==> config.mk <==
export PLATFORM = sky130hd
export DESIGN_NAME = dac_serial_device_flat
export DESIGN_NICKNAME = d
export VERILOG_FILES = /design/src/rtl/dac_serial_pkg.sv /design/src/rtl/dac_serial_if.sv /design/src/rtl/dac_serial_device.sv /design/src/flat_wrapper.sv
export SDC_FILE = /design/constraint.sdc
export NUM_CORES = 1
export LEC_CHECK = 0
export BUFFER_PORTS_ARGS = -buffer_cell sky130_fd_sc_hd__buf_2
export CAP_MARGIN = 20
export CORE_MARGIN = 4
export CORE_UTILIZATION = 56
export CTS_BUF_LIST = sky130_fd_sc_hd__clkbuf_4
export DETAILED_ROUTE_END_ITERATION = 16
export GPL_TIMING_DRIVEN = 0
export HOLD_SLACK_MARGIN = 0.06
export PLACE_DENSITY = 0.88
export SYNTH_ARGS = -nofsm -noshare
export SYNTH_HDL_FRONTEND = slang
export SYNTH_SLANG_ARGS = --single-unit
export TNS_END_PERCENT = 1
==> constraint.sdc <==
create_clock -name clk -period 2.1 [get_ports clk]
set_input_delay 0.105 -clock clk [delete_from_list [all_inputs] [get_ports clk]]
set_output_delay 0.105 -clock clk [all_outputs]
set_load 0.1 [all_outputs]
==> src/rtl/dac_serial_pkg.sv <==
// shared constants for the dac serial input interface
package dac_serial_pkg;
  localparam int          CODE_W        = 16;
  localparam int          CELL_CYCLES   = 16;
  localparam logic [4:0]  CELL_LAST     = 5'h0_00F;
  localparam logic [4:0]  HALF_CELL     = 5'h0_008;
  localparam logic [4:0]  BIT_CNT_STOP  = 5'h0_010;
  localparam logic [15:0] CODE_RESET    = 16'h0000;
  localparam logic [15:0] CODE_MIN      = 16'h0000;
  localparam logic [4:0]  HOST_DIV_HALF = 5'h0_001;

  typedef enum logic [1:0] {
    RX_IDLE,
    RX_START,
    RX_DATA,
    RX_STOP
  } rx_state_type;

  typedef enum logic [2:0] {
    TX_IDLE,
    TX_START,
    TX_DATA,
    TX_STOP,
    TW_SHIFT,
    TW_LATCH
  } tx_state_type;
endpackage

==> src/rtl/dac_serial_if.sv <==
// pin bundle between the host controller and the converter input
`timescale 1ns/1ps
interface dac_serial_if;
  logic data_clk;      // data clock made by the host
  logic data_in;       // serial data toward the converter
  logic load_strobe;   // load strobe, held high for async mode
  logic data_out;      // daisy chain out / framing error pulse
  logic fault_o;       // fault driver level (always low)
  logic fault_oe;      // fault driver enable, high pulls low
  logic fault_n;       // wired fault line as seen by the host

  assign fault_n = fault_oe ? fault_o : 1'b1;

  modport device (
    input  data_clk, data_in, load_strobe,
    output data_out, fault_o, fault_oe
  );
  modport host (
    output data_clk, data_in, load_strobe,
    input  data_out, fault_n
  );
endinterface

==> src/rtl/dac_serial_device.sv <==
// converter end: three-wire shift/latch and async framed receiver
`timescale 1ns/1ps
module dac_serial_device
  import dac_serial_pkg::*;
(
  input  wire logic               clk,         // system clock
  input  wire logic               arst_n,      // async reset, low
  dac_serial_if.device            pins,        // serial pins
  input  wire logic               clear,       // force minimum code
  input  wire logic               loop_fault,  // analog fault sense
  output logic [CODE_W-1:0]       dac_code,    // code to converter
  output logic                    code_update, // pulse on new code
  output logic                    frame_error, // pulse on bad stop
  output logic                    async_mode   // mode in use
);
  // two-flop synchronisers for every pin input
  logic [2:0] sync1_q;
  logic [2:0] sync2_q;
  logic       clk_prev_q;
  logic       str_prev_q;
  logic       din_prev_q;
  logic       s_clk;
  logic       s_din;
  logic       s_str;
  logic       clk_rise;
  logic       str_rise;

  always_ff @(posedge clk or negedge arst_n) begin
    if (!arst_n) begin
      sync1_q <= 3'h0;
      sync2_q <= 3'h0;
    end else begin
      sync1_q <= {pins.load_strobe, pins.data_in, pins.data_clk};
      sync2_q <= sync1_q;
    end
  end

  assign s_clk = sync2_q[0];
  assign s_din = sync2_q[1];
  assign s_str = sync2_q[2];

  always_ff @(posedge clk or negedge arst_n) begin
    if (!arst_n) begin
      clk_prev_q <= 1'b0;
      str_prev_q <= 1'b0;
      din_prev_q <= 1'b1;
    end else begin
      clk_prev_q <= s_clk;
      str_prev_q <= s_str;
      din_prev_q <= s_din;
    end
  end

  assign clk_rise = s_clk & ~clk_prev_q;
  assign str_rise = s_str & ~str_prev_q;

  // mode: strobe held high means async; a strobe that has been high for
  // a full bit cell of data clocks is taken as the tie-off.
  logic [4:0] hi_cnt_q;
  logic       async_q;

  always_ff @(posedge clk or negedge arst_n) begin
    if (!arst_n) begin
      hi_cnt_q <= 5'h0_000;
      async_q  <= 1'b0;
    end else if (!s_str) begin
      hi_cnt_q <= 5'h0_000;
      async_q  <= 1'b0;
    end else if (clk_rise && hi_cnt_q != BIT_CNT_STOP) begin
      hi_cnt_q <= hi_cnt_q + 5'h0_001;
    end else if (hi_cnt_q == BIT_CNT_STOP) begin
      async_q  <= 1'b1;
    end
  end

  assign async_mode = async_q;

  // three-wire shift register
  logic [CODE_W-1:0] shift_q;
  logic              tw_load;

  always_ff @(posedge clk or negedge arst_n) begin
    if (!arst_n) begin
      shift_q <= CODE_RESET;
    end else if (!async_q && clk_rise) begin
      shift_q <= {shift_q[CODE_W-2:0], s_din};
    end
  end

  assign tw_load = !async_q && str_rise && !s_clk;

  // async receiver; counts data clock rises, not system clocks
  rx_state_type      rx_q;
  logic [4:0]        cell_q;
  logic [4:0]        bit_q;
  logic [CODE_W-1:0] rx_word_q;
  logic              rx_ok;
  logic              rx_bad;
  logic              mid_cell;

  assign mid_cell = clk_rise && (cell_q == HALF_CELL - 5'h0_001);

  always_ff @(posedge clk or negedge arst_n) begin
    if (!arst_n) begin
      rx_q      <= RX_IDLE;
      cell_q    <= 5'h0_000;
      bit_q     <= 5'h0_000;
      rx_word_q <= CODE_RESET;
    end else if (!async_q) begin
      rx_q   <= RX_IDLE;
      cell_q <= 5'h0_000;
    end else begin
      unique case (rx_q)
        RX_IDLE: begin
          cell_q <= 5'h0_000;
          if (!s_din && din_prev_q) begin
            rx_q <= RX_START;
          end
        end
        RX_START: begin
          if (clk_rise) begin
            cell_q <= (cell_q == CELL_LAST) ? 5'h0_000 : cell_q + 5'h0_001;
            if (mid_cell && s_din) begin
              rx_q <= RX_IDLE;                        // glitch, not a start
            end else if (cell_q == CELL_LAST) begin
              rx_q  <= RX_DATA;
              bit_q <= 5'h0_000;
            end
          end
        end
        RX_DATA: begin
          if (clk_rise) begin
            cell_q <= (cell_q == CELL_LAST) ? 5'h0_000 : cell_q + 5'h0_001;
            if (mid_cell) begin
              rx_word_q <= {rx_word_q[CODE_W-2:0], s_din};
              bit_q     <= bit_q + 5'h0_001;
            end
            if (cell_q == CELL_LAST && bit_q == BIT_CNT_STOP) begin
              rx_q <= RX_STOP;
            end
          end
        end
        RX_STOP: begin
          if (mid_cell) begin
            rx_q <= RX_IDLE;
          end else if (clk_rise) begin
            cell_q <= cell_q + 5'h0_001;
          end
        end
      endcase
    end
  end

  assign rx_ok  = async_q && rx_q == RX_STOP && mid_cell && s_din;
  assign rx_bad = async_q && rx_q == RX_STOP && mid_cell && !s_din;

  // converter code latch
  always_ff @(posedge clk or negedge arst_n) begin
    if (!arst_n) begin
      dac_code    <= CODE_RESET;
      code_update <= 1'b0;
    end else if (clear) begin
      dac_code    <= CODE_MIN;
      code_update <= 1'b0;
    end else begin
      code_update <= tw_load | rx_ok;
      if (tw_load) begin
        dac_code <= shift_q;
      end else if (rx_ok) begin
        dac_code <= rx_word_q;
      end
    end
  end

  // error pulse lasts one data clock period after the stop sample
  logic err_q;

  always_ff @(posedge clk or negedge arst_n) begin
    if (!arst_n) begin
      err_q <= 1'b0;
    end else if (rx_bad) begin
      err_q <= 1'b1;
    end else if (clk_rise) begin
      err_q <= 1'b0;
    end
  end

  assign frame_error = rx_bad;

  logic dout_q;

  always_ff @(posedge clk or negedge arst_n) begin
    if (!arst_n) begin
      dout_q <= 1'b0;
    end else if (async_q) begin
      // drop with the next data clock rise so the pulse spans one period
      dout_q <= rx_bad | (err_q & ~clk_rise);
    end else begin
      dout_q <= shift_q[CODE_W-1];
    end
  end

  assign pins.data_out = dout_q;
  assign pins.fault_o  = 1'b0;

  // open drain: only ever pulls low, shared pull-up outside
  logic fault_q;

  always_ff @(posedge clk or negedge arst_n) begin
    if (!arst_n) begin
      fault_q <= 1'b0;
    end else begin
      fault_q <= loop_fault;
    end
  end

  assign pins.fault_oe = fault_q;
endmodule

==> src/flat_wrapper.sv <==
// flat-port wrapper written by rule: the top's interface ports become plain ports
module dac_serial_device_flat import dac_serial_pkg::*;
  (clk, arst_n, clear, loop_fault, dac_code, code_update, frame_error, async_mode, pins_data_clk, pins_data_in, pins_load_strobe, pins_data_out, pins_fault_o, pins_fault_oe);
  dac_serial_if pins_i ();
  input  wire logic clk;
  input  wire logic arst_n;
  input  wire logic clear;
  input  wire logic loop_fault;
  output logic [CODE_W-1:0] dac_code;
  output logic code_update;
  output logic frame_error;
  output logic async_mode;
  input wire logic [$bits(pins_i.data_clk)-1:0] pins_data_clk;
  input wire logic [$bits(pins_i.data_in)-1:0] pins_data_in;
  input wire logic [$bits(pins_i.load_strobe)-1:0] pins_load_strobe;
  output wire logic [$bits(pins_i.data_out)-1:0] pins_data_out;
  output wire logic [$bits(pins_i.fault_o)-1:0] pins_fault_o;
  output wire logic [$bits(pins_i.fault_oe)-1:0] pins_fault_oe;
  assign pins_i.data_clk = pins_data_clk;
  assign pins_i.data_in = pins_data_in;
  assign pins_i.load_strobe = pins_load_strobe;
  assign pins_data_out = pins_i.data_out;
  assign pins_fault_o = pins_i.fault_o;
  assign pins_fault_oe = pins_i.fault_oe;
  dac_serial_device u_core (.clk(clk), .arst_n(arst_n), .pins(pins_i), .clear(clear), .loop_fault(loop_fault), .dac_code(dac_code), .code_update(code_update), .frame_error(frame_error), .async_mode(async_mode));
endmodule
# Word-level counts from Yosys, hierarchy flattened
# Cells that the tools add are included.
dict set report totals {
  ff_bits 79
  out_inout_bits 22
  word_cells 111
  in_bits 7
}
dict set report classes {
  mux 33
  bitwise 8
  reduce_logical 25
  addsub 3
  n_eq_ne 25
}
# op n
set op_table {}
lappend op_table {{$mux 5} 12}
lappend op_table {{$mux 16} 3}
lappend op_table {{$mux 2} 8}
lappend op_table {{$add 5x1->5 const B} 3}
lappend op_table {{$pmux 5 s3} 1}
lappend op_table {{$logic_and 1x1->1} 12}
lappend op_table {{$ne 3x2->1 const B} 4}
lappend op_table {{$ne 3x3->1 const B} 4}
lappend op_table {{$eq 5x5->1 const B} 2}
lappend op_table {{$pmux 5 s2} 1}
lappend op_table {{$ne 2x1->1 const B} 4}
lappend op_table {{$ne 2x2->1 const B} 4}
lappend op_table {{$pmux 2 s4} 1}
lappend op_table {{$mux 1} 7}
lappend op_table {{$reduce_and 7->1} 1}
lappend op_table {{$reduce_and 6->1} 1}
lappend op_table {{$eq 5x3->1 const B} 1}
lappend op_table {{$eq 5x4->1 const B} 1}
lappend op_table {{$ne 5x5->1 const B} 1}
lappend op_table {{$eq 2x2->1 const B} 2}
lappend op_table {{$ne 4x4->1 const B} 1}
lappend op_table {{$reduce_and 4->1} 1}
lappend op_table {{$reduce_bool 2->1} 2}
lappend op_table {{$and 1x1->1} 3}
lappend op_table {{9 further kinds} 14}

# Depth between registers and ports, before layout
dict set report depth {
  ltp_word 8
  ltp_mapped 9
  ltp_nobuf 9
}

# Worst setup path after synthesis
# Ideal clock, no wire load.
dict set report synth_path {
  path_type {register -> output}
  start {register u_core.async_q (netlist: u_core.async_mode)}
  end {output port frame_error}
  required_ns 1.995
  slack_ns -0.581
  path_stages_with_launch 4
  path_buffers 0
  arrival_time_ns 2.576
  path_cell_list {dfrtp_1 and3_1 nand2_1 nor2_1}
}
dict set report synth_between {
  elab_chain_len 3
}
# item line
set synth_lines {}
lappend synth_lines {{start: declaration} dac_serial_device.sv:60} ;# logic async_q;
lappend synth_lines {{start signal: assignment} dac_serial_device.sv:65} ;# async_q <= 1'b0;
lappend synth_lines {{start signal: assignment} dac_serial_device.sv:68} ;# async_q <= 1'b0;
lappend synth_lines {{start signal: assignment} dac_serial_device.sv:72} ;# async_q <= 1'b1;
lappend synth_lines {{$logic_and 1x1->1 (3 in a row)} dac_serial_device.sv:155} ;# assign rx_bad = async_q && rx_q == RX_STOP && mid_cell && !s_din;
lappend synth_lines {{end: declaration} flat_wrapper.sv:11} ;# output logic frame_error;
# Every way passes these cells.

# Worst setup path after layout
dict set report layout_path {
  start {register u_core.cell_q[1]}
  end {output port frame_error}
}
dict set report layout_between {
  elab_chain_len 4
}
# item line
set layout_lines {}
lappend layout_lines {{start: declaration} dac_serial_device.sv:94} ;# logic [4:0] cell_q;
lappend layout_lines {{start signal: assignment} dac_serial_device.sv:122} ;# cell_q <= (cell_q == CELL_LAST) ? 5'h0_000 : cell_q + 5'h0_001;
lappend layout_lines {{start signal: assignment} dac_serial_device.sv:133} ;# cell_q <= (cell_q == CELL_LAST) ? 5'h0_000 : cell_q + 5'h0_001;
lappend layout_lines {{start signal: assignment} dac_serial_device.sv:147} ;# cell_q <= cell_q + 5'h0_001;
lappend layout_lines {{$eq 5x3->1} dac_serial_device.sv:101} ;# assign mid_cell = clk_rise && (cell_q == HALF_CELL - 5'h0_001);
lappend layout_lines {{$logic_and 1x1->1} dac_serial_device.sv:101}
lappend layout_lines {{$logic_and 1x1->1 (2 in a row)} dac_serial_device.sv:155}
# Every way passes these cells.

==> impl_metrics.csv <==
group,metric,value,unit
logic_synthesis,yosysUniqueCellTypes,44,
final_layout,num_antenna_cells,0,
route,drtIter0Drc,153,
global_route,initial_antenna_violation_count,0,
route,postRouteAntennaNets,0,
critical_path,path_class,"reg -> out",
floorplan,design.portCount,29,
critical_path,critical_path.n_buffers_inverters,1,
logic_synthesis,mean_post_synth_cell_area,11.9,um2
logic_synthesis,number_of_flip_flops_and_latches_in_the_synthesized_netlist,79,
global_route,globalRoute.totalOverflow,0,
logic_synthesis,number_of_enable_flip_flop_cells_after_synthesis,0,
logic_synthesis,yosysWarningCount,0,
final_layout,fin_cells,424,
pwr,p_per_area,773,nW/um2
global_route,grt_pass1_vias,2385,
critical_path,worst-endpoint-arrival,1910,ps
sta,final.period_utilization,96.1,%
sta,clock_skew,12.9,ps
critical_path,crit_required,2000,ps
global_route,grt_start_max_net_pins,66,
route,routed_via_density,5.55,
pwr,vdd_ir_drop_max,612,uV
final_layout,layout.cells.most_common_list,"dfrtp_1, mux2_2, nand2_1, buf_2, o21ai_0",
pwr,p_leak,2.00,nW
final_layout,layout.filler_cells,410,
route,dr_total_vias,2353,
placed_design,hpwl,4250,um
critical_path,cp-start-kind,"flip-flop",
floorplan,design.die.area,7610,um2
sta,worstMarginPinSlew,588,ps
clock_tree,clock_insertion_delay_worst_skew,430,ps
sta,timing_hold_violations_final,0,
final_layout,mostFrequentLayoutCell,"dfrtp_1",
sta,timing.final.setup_violations,0,
final_layout,fraction_of_final_layout_cells_with_drive_strength_greater_than_1,29.2,%
clock_tree,cts_root_buffer,"clkbuf_4",
global_route,track_usage,18.9,%
worst_hold_path,min_delay_path_depth,2,
logic_synthesis,predominant_post_synthesis_flop_cell,"dfrtp_1",
sta,drv_slew,0,
sta,period_needed,2020,ps
critical_path,cpLargestDelayFamily,"simple AND/OR/NAND/NOR gates",
sta,final.hold.worst_slack,312,ps
worst_hold_path,hp-class,"in -> reg",
route,drt-total-wl,6380,um
floorplan,initial_core_utilization,58.7,%
global_route,first_pass_grt_wire_length,11100,um
route,detail_route.first_pass.iterations,4,
final_layout,final_nets,363,
floorplan,core,5990,um2
critical_path,crit_path_cell_trace,"ha_4, and4bb_4, and3_1, nand2_1, nor2_4, buf_12",
clock_tree,clkTransAtPathRegs,120,ps
route,drcViolationCount,0,
placed_design,io_port_bufs,27,
placed_design,place.gp.congestion,0.846,
critical_path,critical_path_peak_fanout,7,
logic_synthesis,ys_async_sr_fraction,100,%
clock_tree,ctsHtreeMaxLevel,3,
logic_synthesis,synth.yosys.seq_area_share,56.3,%
floorplan,floorplan.die.width,87.2,um
critical_path,critical_path.endpoint_type,"output port",
flow_run,timing.max_cap.violations,0,
critical_path,worst-r2r-cell-count,8,
logic_synthesis,synth_area,3510,um2
final_layout,areaGrowthSynthToFinish,16.7,%
sta,tns,0,ps
final_layout,combined_area_of_the_multi_input_logic_cells,1510,um2
placed_design,dpl.cell_count,398,
logic_synthesis,syn_nets,314,
floorplan,fp-row-count,28,
logic_synthesis,synth_cells,295,
sta,max_freq,0.496,GHz
critical_path,critical_path.max_stage_delay,430,ps
floorplan,dieHeight,87.2,um
clock_tree,tritoncts_num_sinks,79,
route,post_drt_wl_per_cell,15.0,um
final_layout,sequential_cell_area,1980,um2
critical_path,cp_num_cells,6,
outcome,outcome,"complete, no violations",
clock_tree,cts_inserted_buffers,9,
clock_tree,clockBufferDepth,2,
critical_path,critical_path.slowest_cell,"dfrtp_1",
sta,slew_headroom,60.5,%
clock_tree,clock_tree_from_tritoncts,"yes",
[per-layer routing]
| layer | GRT usage, % | share of wire [%] | vias up |
|---|---|---|---|
| met2 | 29.4 | 48 | 63 |
| met3 | 4.35 | 4.9 | 15 |
| met4 | 10.0 | 2.5 | 0 |
| met1 | 24.6 | 45 | 1146 |
| met5 | 0 | 0 | - |
| li1 | - | - | 1129 |
[timing repair]
| action | 4_1_cts | 5_1_grt |
|---|---|---|
| endpoints found under the setup margin | 2 | 36 |
| pin swaps | 1 | 1 |
| resized for setup | 4 | 15 |
| hold endpoints to repair | 89 | 0 |
| hold buffers | 8 | 0 |
| setup buffers | 2 | 0 |
[where the power goes]
| part | internal [W] | switching (W) |
|---|---|---|
| Clock | 0.000373 | 0.000522 |
| Sequential | 0.00168 | 0.000110 |
| Combinational | 0.000167 | 0.000315 |
| Total | 0.00222 | 0.000947 |
[area by class of cell]
| type | instances | share of cell area (%) |
|---|---|---|
| sequential | 79 | 48.2 |
| multi-input combinational | 193 | 36.7 |
| timing repair buffer | 38 | 6.71 |
| tap | 75 | 2.29 |
| clock buffer | 10 | 1.83 |
| buffer | 12 | 1.71 |
| clock inverter | 6 | 1.46 |
| inverter | 11 | 1.01 |
[cells by family (layout without fill, tap and decap cells)]
kind of cell	count (synthesis)	after routing	synth area share (%)
AO/OA/AOI/OAI	48	48	8.40
XOR/XNOR	4	4	0.997
adder cells (fa/ha/maj)	12	12	4.27
buffers and inverters	23	77	3.17
flip-flops	79	79	56.3
multiplexers	49	49	15.1
other	1	1	0.107
AND/OR/NAND/NOR	79	79	11.6
[state kept, by name (all words and copies together) (netlist names)]
register	flops
u_core.err_q	1
u_core.clk_prev_q	1
u_core.code_update	1
u_core.sync1_q	3
u_core.hi_cnt_q	5
u_core.pins.data_out	1
u_core.async_mode	1
u_core.rx_word_q	16
u_core.sync2_q	3
u_core.rx_q	2
u_core.din_prev_q	1
u_core.dac_code	16
u_core.cell_q	5
u_core.bit_q	5
u_core.pins.fault_oe	1
u_core.str_prev_q	1
u_core.shift_q	16
[Yosys cell counts (2+ instances only)]
cell / n / share of area, %
ha_1: 12 / 4.3
xnor2_1: 3 / 0.75
a211oi_1: 2 / 0.43
a21oi_1: 5 / 0.71
or4b_2: 2 / 0.57
nor2b_1: 3 / 0.53
nand3_1: 10 / 1.4
dfrtp_1: 78 / 56
o21ai_0: 29 / 4.1
mux2i_1: 16 / 4.6
nor2_1: 7 / 0.75
and2_1: 4 / 0.71
a31oi_1: 2 / 0.36
clkbuf_1: 3 / 0.32
mux2_2: 33 / 11
inv_1: 11 / 1.2
nand2_1: 32 / 3.4
buf_2: 4 / 0.57
nand2b_1: 8 / 1.4
nand4_1: 4 / 0.71
o31ai_1: 2 / 0.43
buf_4: 3 / 0.64
[through the flow]
step	power (W)	cell area (um2)	util [%]	setup WS (ps)
final	0.00317	4100	68.5	82.0
after global routing	0.00333	4100	68.5	-30.8
after floorplan	0.00216	3520	-	-96.7
after CTS	0.00320	4020	67.2	6.12
after global placement	0.00227	3750	62.6	-222
after detailed placement	0.00229	3780	63.1	-258
[worst paths after layout]
kind | start | endpoint | slack (ps)
max in group asynchronous | arst_n | u_core.rx_q[0] | 440
worst max-delay path | u_core.cell_q[1] | frame_error | 80
min in group asynchronous | arst_n | u_core.pins.fault_oe | 560
worst min-delay path | loop_fault | u_core.pins.fault_oe | 310
worst max register to register | u_core.cell_q[1] | u_core.dac_code[5] | 90
worst min register to register | u_core.sync1_q[2] | u_core.sync2_q[2] | 360
(Power assumes the default switching activity.)
